### config.mk
export PLATFORM = sky130hd
export DESIGN_NAME = timer8_phase_correct_pwm
export DESIGN_NICKNAME = d
export VERILOG_FILES = /design/src/core/timer8_pkg.sv /design/src/core/tick_prescaler.sv /design/src/core/compare_output_unit.sv /design/src/core/timer8_phase_correct_pwm.sv
export SDC_FILE = /design/constraint.sdc
export NUM_CORES = 1
export LEC_CHECK = 0
export BUFFER_PORTS_ARGS = -buffer_cell sky130_fd_sc_hd__buf_2
export CORE_MARGIN = 2
export CORE_UTILIZATION = 45
export DETAILED_ROUTE_END_ITERATION = 10
export PLACE_DENSITY_LB_ADDON = 0.3
export SLEW_MARGIN = 20
export SYNTH_ARGS = -nofsm -noshare
export SYNTH_HDL_FRONTEND = slang
export SYNTH_SLANG_ARGS = --single-unit
### constraint.sdc
create_clock -name mclk -period 2.91 [get_ports mclk]
set_clock_uncertainty 0.05 [all_clocks]
set_input_delay 0.582 -clock mclk [delete_from_list [all_inputs] [get_ports mclk]]
set_output_delay 0.582 -clock mclk [all_outputs]
set_load 0.02 [all_outputs]
### src/core/timer8_pkg.sv
/*
 Shared constants and types of the 8-bit timer with phase-correct PWM:
 I/O offsets, control field positions, mode and action encodings, prescale masks.
 Assumes it is compiled before every file of the timer.
*/
package timer8_pkg;

  localparam logic [5:0] ADDR_COMPARE = 6'h23;
  localparam logic [5:0] ADDR_COUNTER = 6'h24;
  localparam logic [5:0] ADDR_CONTROL = 6'h25;

  localparam logic [7:0] CONTROL_RESET = 8'h00;
  localparam logic [7:0] COUNTER_RESET = 8'h00;
  localparam logic [7:0] COMPARE_RESET = 8'h00;

  localparam int BIT_FORCE     = 7;
  localparam int BIT_WGM_LOW   = 6;
  localparam int BIT_COM_HI    = 5;
  localparam int BIT_COM_LO    = 4;
  localparam int BIT_WGM_HIGH  = 3;
  localparam int BIT_CS_HI     = 2;
  localparam int BIT_CS_LO     = 0;

  typedef enum logic [1:0] {WGM_NORMAL, WGM_PHASE, WGM_CTC, WGM_FAST} wgm_t;

  localparam logic [1:0] COM_OFF    = 2'h0;
  localparam logic [1:0] COM_TOGGLE = 2'h1;
  localparam logic [1:0] COM_CLEAR  = 2'h2;
  localparam logic [1:0] COM_SET    = 2'h3;

  localparam logic [2:0] CS_STOP    = 3'h0;
  localparam logic [2:0] CS_DIV1    = 3'h1;
  localparam logic [2:0] CS_DIV8    = 3'h2;
  localparam logic [2:0] CS_DIV64   = 3'h3;
  localparam logic [2:0] CS_DIV256  = 3'h4;
  localparam logic [2:0] CS_DIV1024 = 3'h5;
  localparam logic [2:0] CS_EXT_A   = 3'h6;
  localparam logic [2:0] CS_EXT_B   = 3'h7;

  localparam logic [9:0] MASK_DIV8    = 10'h007;
  localparam logic [9:0] MASK_DIV64   = 10'h03f;
  localparam logic [9:0] MASK_DIV256  = 10'h0ff;
  localparam logic [9:0] MASK_DIV1024 = 10'h3ff;

  localparam logic [7:0] CNT_BOTTOM = 8'h00;
  localparam logic [7:0] CNT_ONE    = 8'h01;
  localparam logic [7:0] CNT_MAX    = 8'hff;

  localparam int PC_PERIOD_TICKS = 510;

  function automatic logic is_pwm(wgm_t m);
    return (m == WGM_PHASE) || (m == WGM_FAST);
  endfunction

endpackage

### src/core/tick_prescaler.sv
/*
 Timer tick source: free-running divider of mclk and falling-edge detector
 on the external count pin, selected by the clock select field.
 Assumes the external pin is already synchronous to mclk.
*/
`timescale 1ns/1ps
module tick_prescaler
  import timer8_pkg::*;
(
  input  wire logic       mclk,
  input  wire logic       rst_b,
  input  wire logic [2:0] clock_select,
  input  wire logic       external_count_pin,
  output logic            timer_tick
);

  typedef struct packed {
    logic [9:0] div;
    logic       ext_prev;
    logic       tick;
  } pre_state_t;

  pre_state_t s_r;
  pre_state_t s_nxt;

  function automatic logic tick_due(logic [2:0] cs, logic [9:0] div, logic fall);
    case (cs)
      CS_STOP:    return 1'b0;
      CS_DIV1:    return 1'b1;
      CS_DIV8:    return (div & MASK_DIV8) == MASK_DIV8;
      CS_DIV64:   return (div & MASK_DIV64) == MASK_DIV64;
      CS_DIV256:  return (div & MASK_DIV256) == MASK_DIV256;
      CS_DIV1024: return (div & MASK_DIV1024) == MASK_DIV1024;
      default:    return fall;
    endcase
  endfunction

  always_comb begin
    s_nxt          = s_r;
    s_nxt.div      = s_r.div + 10'h001;
    s_nxt.ext_prev = external_count_pin;
    // Shared divider, so a new division starts mid-count
    s_nxt.tick     = tick_due(clock_select, s_r.div,
                              s_r.ext_prev & ~external_count_pin);
  end

  always_ff @(posedge mclk or negedge rst_b) begin
    if (!rst_b) begin
      s_r <= '0;
    end else begin
      s_r <= s_nxt;
    end
  end

  assign timer_tick = s_r.tick;
endmodule

### src/core/compare_output_unit.sv
/*
 Waveform generator for the compare output: acts on compare matches,
 forced compares, the phase-correct top turnaround and the fast PWM bottom.
 Assumes the match, top and bottom event inputs are already qualified by the timer tick; the force strobe is not.
*/
`timescale 1ns/1ps
module compare_output_unit
  import timer8_pkg::*;
(
  input  wire logic       mclk,
  input  wire logic       rst_b,
  input  wire wgm_t       mode,
  input  wire logic [1:0] action,
  input  wire logic       match,
  input  wire logic       match_down,
  input  wire logic       top_event,
  input  wire logic       top_hold_high,
  input  wire logic       bottom_event,
  input  wire logic       force_strobe,
  output logic            oc_level
);

  typedef struct packed {
    logic oc;
  } ocu_state_t;

  ocu_state_t s_r;
  ocu_state_t s_nxt;

  function automatic logic plain_next(logic [1:0] com, logic cur);
    case (com)
      COM_TOGGLE: return ~cur;
      COM_CLEAR:  return 1'b0;
      COM_SET:    return 1'b1;
      default:    return cur;
    endcase
  endfunction

  // Level after an up-counting match, or after a down-counting one
  function automatic logic pwm_level(logic [1:0] com, logic up);
    return up ? (com == COM_SET) : (com == COM_CLEAR);
  endfunction

  always_comb begin
    s_nxt = s_r;
    if (!is_pwm(mode)) begin
      if (match || force_strobe) begin
        s_nxt.oc = plain_next(action, s_r.oc);
      end
    end else if ((action == COM_CLEAR) || (action == COM_SET)) begin
      if (match) begin
        s_nxt.oc = pwm_level(action, (mode == WGM_FAST) || !match_down);
      end
      if (top_event) begin
        s_nxt.oc = pwm_level(action, !top_hold_high);
      end
      if (bottom_event) begin
        s_nxt.oc = pwm_level(action, 1'b0);
      end
    end
  end

  always_ff @(posedge mclk or negedge rst_b) begin
    if (!rst_b) begin
      s_r <= '0;
    end else begin
      s_r <= s_nxt;
    end
  end

  assign oc_level = s_r.oc;
endmodule

### src/core/timer8_phase_correct_pwm.sv
/*
 8-bit timer/counter with normal, CTC, fast PWM and phase-correct PWM modes,
 three I/O registers (control, counter, compare) and one compare output pin.
 Assumes a single-cycle I/O port synchronous to mclk, flag clears as pulses
 from the flag register outside, and the pin direction bit as a level.
*/
//
// Contract
// - Waveform mode 1 counts zero up to maximum and back down, repeatedly.
// - Non-inverting: up-count match drives low, down-count match drives high.
// - Fixed eight-bit range; counter holds maximum one tick, then reverses.
// - Phase-correct sets the overflow flag whenever the counter reaches zero.
// - Output action 2 gives non-inverted PWM, 3 gives inverted PWM.
// - Compare level reaches the pin only when its direction is output.
// - One phase-correct period lasts 510 timer ticks.
// - Compare zero gives constant low, maximum constant high; inverted opposite.
// - Level held at maximum equals the up-count match result, or the down-count one with compare at maximum.
// - A missed up-count match still yields its output change at the top.
// - Fully synchronous; the timer tick only enables counting, flags and compare output events.
// - Force strobe acts only in non-PWM modes, never in PWM modes.
// - Force strobe applies an immediate match using the current output action.
// - Forced compare sets no flag and never clears the counter.
// - Force bit sits at bit 7, write-only, always reads zero.
// - Mode field bits 3 and 6 pick normal, phase, CTC, fast PWM.
// - Compare update and overflow point depend on mode per the mode table.
// - Clock select: stop, divide 1, 8, 64, 256, 1024, external edges.
// - Writing the counter suppresses the compare match on the next tick.
// - Non-PWM actions: disconnected, toggle, clear, set on match.
// - Compare value is matched continuously; a match sets the compare flag. In PWM modes a match at maximum is ignored and sets no flag.
`timescale 1ns/1ps
module timer8_phase_correct_pwm
  import timer8_pkg::*;
(
  input  wire logic       mclk,
  input  wire logic       rst_b,
  input  wire logic [5:0] io_addr,
  input  wire logic [7:0] io_wdata,
  input  wire logic       io_we,
  input  wire logic       io_re,
  output logic      [7:0] io_rdata,
  input  wire logic       ovf_flag_clear,
  input  wire logic       cmp_flag_clear,
  input  wire logic       pin_dir_out,
  input  wire logic       external_count_pin,
  output logic            compare_output_pin,
  output logic            compare_pin_oe_b,
  output logic            overflow_flag,
  output logic            compare_flag
);

  typedef struct packed {
    wgm_t       wgm;
    logic [1:0] com;
    logic [2:0] cs;
    logic [7:0] cnt;
    logic [7:0] ocr_wr;
    logic [7:0] ocr_act;
    logic       down;
    logic       block;
    logic       ovf;
    logic       cmp;
    logic       force_p;
    logic [7:0] rdata;
    logic       pin;
    logic       oe_b;
  } timer_state_t;

  timer_state_t s_r;
  timer_state_t s_nxt;

  logic timer_tick;
  logic oc_level;
  logic hit;
  logic at_max;
  logic top_event;
  logic bottom_event;
  logic ctrl_write;

  function automatic logic [7:0] control_image(wgm_t m, logic [1:0] com, logic [2:0] cs);
    logic [1:0] mb;
    mb = m;
    return {1'b0, mb[0], com, mb[1], cs};
  endfunction

  tick_prescaler u_prescaler (
    .mclk               (mclk),
    .rst_b              (rst_b),
    .clock_select       (s_r.cs),
    .external_count_pin (external_count_pin),
    .timer_tick         (timer_tick)
  );

  // Matches at maximum are ignored in PWM; the top or bottom event acts instead
  assign at_max       = s_r.cnt == CNT_MAX;
  assign hit          = timer_tick && !s_r.block && (s_r.cnt == s_r.ocr_act) &&
                        !(is_pwm(s_r.wgm) && at_max);
  assign top_event    = timer_tick && (s_r.wgm == WGM_PHASE) && !s_r.down && at_max;
  assign bottom_event = timer_tick && (s_r.wgm == WGM_FAST) && at_max;
  assign ctrl_write   = io_we && (io_addr == ADDR_CONTROL);

  compare_output_unit u_output (
    .mclk          (mclk),
    .rst_b         (rst_b),
    .mode          (s_r.wgm),
    .action        (s_r.com),
    .match         (hit),
    .match_down    (s_r.down),
    .top_event     (top_event),
    .top_hold_high (s_r.ocr_wr == CNT_MAX),
    .bottom_event  (bottom_event),
    .force_strobe  (s_r.force_p),
    .oc_level      (oc_level)
  );

  always_comb begin
    s_nxt         = s_r;
    s_nxt.force_p = 1'b0;
    // Clears first so a same-cycle set wins
    if (ovf_flag_clear) begin
      s_nxt.ovf = 1'b0;
    end
    if (cmp_flag_clear) begin
      s_nxt.cmp = 1'b0;
    end

    if (timer_tick) begin
      s_nxt.block = 1'b0;
      unique case (s_r.wgm)
        WGM_PHASE: begin
          if (!s_r.down) begin
            if (at_max) begin
              s_nxt.down    = 1'b1;
              s_nxt.cnt     = s_r.cnt - CNT_ONE;
              s_nxt.ocr_act = s_r.ocr_wr;
            end else begin
              s_nxt.cnt = s_r.cnt + CNT_ONE;
            end
          end else if (s_r.cnt == CNT_BOTTOM) begin
            s_nxt.down = 1'b0;
            s_nxt.cnt  = CNT_ONE;
          end else begin
            s_nxt.cnt = s_r.cnt - CNT_ONE;
            if (s_r.cnt == CNT_ONE) begin
              s_nxt.down = 1'b0;
              s_nxt.ovf  = 1'b1;
            end
          end
        end
        WGM_CTC: begin
          s_nxt.down = 1'b0;
          // Forced compare never reaches here, so it cannot clear the count
          if (hit) begin
            s_nxt.cnt = CNT_BOTTOM;
          end else begin
            s_nxt.cnt = s_r.cnt + CNT_ONE;
          end
          if (at_max) begin
            s_nxt.ovf = 1'b1;
          end
        end
        WGM_FAST: begin
          s_nxt.down = 1'b0;
          s_nxt.cnt  = s_r.cnt + CNT_ONE;
          if (at_max) begin
            s_nxt.ovf     = 1'b1;
            s_nxt.ocr_act = s_r.ocr_wr;
          end
        end
        WGM_NORMAL: begin
          s_nxt.down = 1'b0;
          s_nxt.cnt  = s_r.cnt + CNT_ONE;
          if (at_max) begin
            s_nxt.ovf = 1'b1;
          end
        end
      endcase
      if (hit) begin
        s_nxt.cmp = 1'b1;
      end
    end

    if (io_we) begin
      unique case (io_addr)
        ADDR_CONTROL: begin
          s_nxt.wgm     = wgm_t'({io_wdata[BIT_WGM_HIGH], io_wdata[BIT_WGM_LOW]});
          s_nxt.com     = io_wdata[BIT_COM_HI:BIT_COM_LO];
          s_nxt.cs      = io_wdata[BIT_CS_HI:BIT_CS_LO];
          s_nxt.force_p = io_wdata[BIT_FORCE];
        end
        ADDR_COUNTER: begin
          s_nxt.cnt   = io_wdata;
          s_nxt.block = 1'b1;
        end
        ADDR_COMPARE: begin
          s_nxt.ocr_wr = io_wdata;
        end
        default: begin
        end
      endcase
    end

    // Immediate compare update outside the PWM modes
    if (!is_pwm(s_nxt.wgm)) begin
      s_nxt.ocr_act = s_nxt.ocr_wr;
    end

    if (io_re) begin
      unique case (io_addr)
        ADDR_CONTROL: s_nxt.rdata = control_image(s_r.wgm, s_r.com, s_r.cs);
        ADDR_COUNTER: s_nxt.rdata = s_r.cnt;
        ADDR_COMPARE: s_nxt.rdata = s_r.ocr_wr;
        default:      s_nxt.rdata = 8'h00;
      endcase
    end

    // Pin is driven only with an action selected and direction set to output
    s_nxt.oe_b = !(pin_dir_out && (s_r.com != COM_OFF));
    s_nxt.pin  = pin_dir_out && (s_r.com != COM_OFF) && oc_level;
  end

  always_ff @(posedge mclk or negedge rst_b) begin
    if (!rst_b) begin
      s_r         <= '0;
      s_r.wgm     <= wgm_t'({CONTROL_RESET[BIT_WGM_HIGH], CONTROL_RESET[BIT_WGM_LOW]});
      s_r.com     <= CONTROL_RESET[BIT_COM_HI:BIT_COM_LO];
      s_r.cs      <= CONTROL_RESET[BIT_CS_HI:BIT_CS_LO];
      s_r.cnt     <= COUNTER_RESET;
      s_r.ocr_wr  <= COMPARE_RESET;
      s_r.ocr_act <= COMPARE_RESET;
      s_r.oe_b    <= 1'b1;
    end else begin
      s_r <= s_nxt;
    end
  end

  assign io_rdata           = s_r.rdata;
  assign compare_output_pin = s_r.pin;
  assign compare_pin_oe_b   = s_r.oe_b;
  assign overflow_flag      = s_r.ovf;
  assign compare_flag       = s_r.cmp;
endmodule

==> summary.txt <==
Setup path
  • Setup crit end kind: flip-flop
  • Critical path launch point: s_r[32]
  • Highest-delay cell along the critical path: dfrtp_1
  • WS Path Type: reg2reg
  • Worst R2R Path Depth: 7
  • CP Depth: 7
  • CP Data Required Time: 3.08 ns
  • Max Fanout on Critical Path: 10
  • WP buf/inv: 0
  • CP Cell Sequence: ha_1 -> and4_1 -> and3_1 -> o21ai_1 -> mux2_4 -> nor2_1 -> nor2_1
  • Cell mode on critical path: nor2_1
  • Crit path DAT: 2.52 ns
  • Critical path launch point type: flip-flop
  • R2R Path Start: s_r[32]
  • Top delay family on crit path: simple AND/OR/NAND/NOR gates
  • Peak per-stage delay on the critical path: 0.46 ns

STA
  • Achievable clock frequency: 425.7 MHz
  • Max-slew violations: 0
  • Slew HR: 0.5476
  • Final Cycle Share: 0.8072
  • Minimum clock period after layout: 2.349 ns
  • Fin Setup TNS: 0 ns
  • Final Hold Vio Count: 0
  • # setup viols final: 0
  • RSZ-0062 raised after global routing: false
  • Worst slew pin tran: 0.6740 ns

Hold path
  • Min-delay worst type: in2async

Power and ir drop
  • Sequential share of power: 0.436
  • Clock power share: 0.306
  • Power per cell area: 667.6 mW/mm^2
  • Pint: 1.711 mW
  • Lkg Pwr: 1.694 nW
  • Worst vdd ir: 0.3205 mV
  • P_sw: 894.3 uW
  • Switching share of power: 0.3433
  • Comb power frac: 0.259

CTS
  • Clock tree buffer depth: 2
  • Cts bufs inserted: 9
  • H-Tree Level Count: 3
  • Clk root buf: clkbuf_8
  • Cts hold-fix bufs: 0
  • Clock Sinks: 59
  • Clock-pin slew on the worst setup and hold paths: 0.07 ns
  • CTS tree: built
  • CTS resizes: 0
  • Post-CTS setup buffers: 0
  • Worst-Skew Late Latency: 0.34 ns

Finish
  • Share of cells above drive strength 1: 0.2056
  • Antenna diode count: 0
  • Register area: 0.001478 mm^2
  • Syn-to-layout area delta: 12.19%
  • Commonest non-fill, non-tap cell in the layout: dfrtp_1
  • Most frequent cells in the layout: dfrtp_1 (58), buf_2 (33), nand2_1 (30), nor2_1 (28), inv_1 (24)
  • Area of the multi-input gates: 0.001765 mm^2
  • Post-Layout Cell Count: 496
  • # fillers: 707
  • NumNets Final: 422
  • Finished Core Util: 0.5130

Detailed routing
  • Vias/cell: 5.780
  • Iteration-0 DRC Markers: 269
  • Vias post-DR: 2867
  • Mean routed wirelength per cell: 17.13 um
  • ANT nets after route: 0
  • Drt pass-1 iters: 6
  • Drc violations: 0
  • Final wirelength: 8495 um

GRT
  • First-pass GRT wire length: 14040 um
  • Vias in the first global route: 2791
  • Grt met3 use: 0.06656
  • Initial antenna violation count: 0
  • Grt ovf: 0
  • Met1 usage: 0.2818
  • Busiest grt layer: met2
  • Overall global routing resource usage: 0.2139
  • Largest net degree at the start of global routing: 28
  • Grt met2 use: 0.3413

Synth
  • Post-synth ARST share: 1.000
  • EDFF count, synth: 0
  • Synthesized area per cell: 9.635 um^2
  • Register area share after synthesis: 0.4248
  • Synth unique cells: 54
  • Post-Syn Nets: 394
  • Post-Synthesis Cell Area: 0.003478 mm^2
  • Area contributors post-synth: dfrtp_1 (42%), ha_1 (4.0%), xnor2_1 (3.8%), mux2_2 (3.6%), nand2_1 (3.2%)
  • Cell count after synthesis: 361
  • Synth Warn #: 0
  • Largest area contributor in the netlist: dfrtp_1
  • Synth Flop Type: dfrtp_1
  • Yosys top cell area share: 0.4173
  • FF+latch count, synth: 59

Placed design
  • PortBufs: 33
  • Inst Count DP: 480
  • Final HPWL DP: 6220 um
  • Placer Congestion: 0.9106

Floorplanning
  • Io pins: 34
  • Die Width: 91.92 um
  • Starting Density: 0.4572
  • Core area: 0.007607 mm^2
  • DIE HEIGHT: 91.92 um
  • Die area: 0.008449 mm^2
  • Site Rows: 32

Flow run
  • Max_cap viols: 0

Run status
  • Status: finished clean
## layer usage
layer,up-vias,part of all wire
li1,1354,-
met1,1387,0.44
met2,111,0.49
met3,15,0.059
met4,0,0.015
met5,-,0
## worst paths after layout
kind	endpoint	slack [ns]
worst min register to register	u_prescaler.s_r[11]	0.42
worst max-delay path	s_r[21]	0.56
max in group asynchronous	s_r[41]	1.85
min in group mclk	u_prescaler.s_r[1]	0.33
worst min-delay path	s_r[36]	0.22
worst max register to register	s_r[21]	0.56
## registers in the layout, summed over array words and instances (netlist names), named ones only
signal                  count
s_r                        33
compare_output_pin          1
u_prescaler.timer_tick      1
io_rdata                    8
compare_pin_oe_b            1
u_prescaler.s_r            11
compare_flag                1
u_output.oc_level           1
overflow_flag               1
## worst reg2reg max path, delay by kind of cell (launching register included)
family,cells,cell delay [ns]
flops,1,0.46
compound gates,1,0.30
simple gates,4,0.76
mux,1,0.37
fa+ha+maj,1,0.29
## cell usage after synthesis, types with 2 or more instances
cell type / instances
nor2b_1: 2
o32ai_1: 5
o21a_1: 4
a31oi_1: 4
mux2_4: 5
xnor2_1: 15
nand3_1: 15
a222oi_1: 7
nor2_1: 28
a21oi_1: 10
nand2_1: 30
o211ai_1: 9
buf_4: 9
nand4_1: 10
inv_1: 24
a211oi_1: 3
a22oi_1: 2
and3_1: 5
dfrtp_1: 58
buf_2: 8
mux2_1: 2
o21ai_0: 16
xor2_1: 5
nor3_4: 2
nor3_1: 11
and2_1: 2
and4_1: 2
nand2b_1: 4
o22ai_1: 8
ha_1: 11
mux2i_1: 5
mux2_2: 11
o21ai_1: 2
a311o_1: 2
clkbuf_1: 6
## per-stage QoR
step / worst slack, ns / hold WS (ns) / cell area (um^2) / total power, mW
after floorplan: 0.6435 / 0.2364 / 3478 / 1.599
after global placement: 0.5357 / 0.4049 / 3694 / 1.802
after detailed placement: 0.5684 / 0.4108 / 3694 / 1.804
after CTS: 0.5476 / 0.2478 / 3902 / 2.617
after global routing: 0.2741 / 0.2585 / 3902 / 2.758
final: 0.5610 / 0.2168 / 3902 / 2.605
## cells by family (layout without fill, tap and decap cells)
logic type,Yosys count,in the layout,share of synthesized area
muxes,23,23,0.07806
and+or+nand+nor,121,121,0.1845
AOI/OAI and AO/OA,78,78,0.1550
xor gates and xnor gates,20,20,0.05036
DFF,59,59,0.4248
buffers and inverters,49,82,0.06762
adders and majority gates,11,11,0.03957
## power groups by stage
stage	Combinational (mW)	Sequential (mW)	Clock, mW
floorplan	0.576	1.02	0
global placement	0.663	1.14	0
detailed placement	0.662	1.14	0
CTS	0.668	1.13	0.823
global route	0.747	1.15	0.862
finish	0.673	1.13	0.797
## layout make-up
class / instances / share of cell area
clock buffers: 11 / 0.03366
clock inverters: 5 / 0.01988
inverters: 24 / 0.02308
repair buffers: 42 / 0.05963
multi-input cells: 253 / 0.4524
well taps: 102 / 0.03270
flip-flops and latches: 59 / 0.3786
No activity file was read; power rests on OpenSTA's default activity.
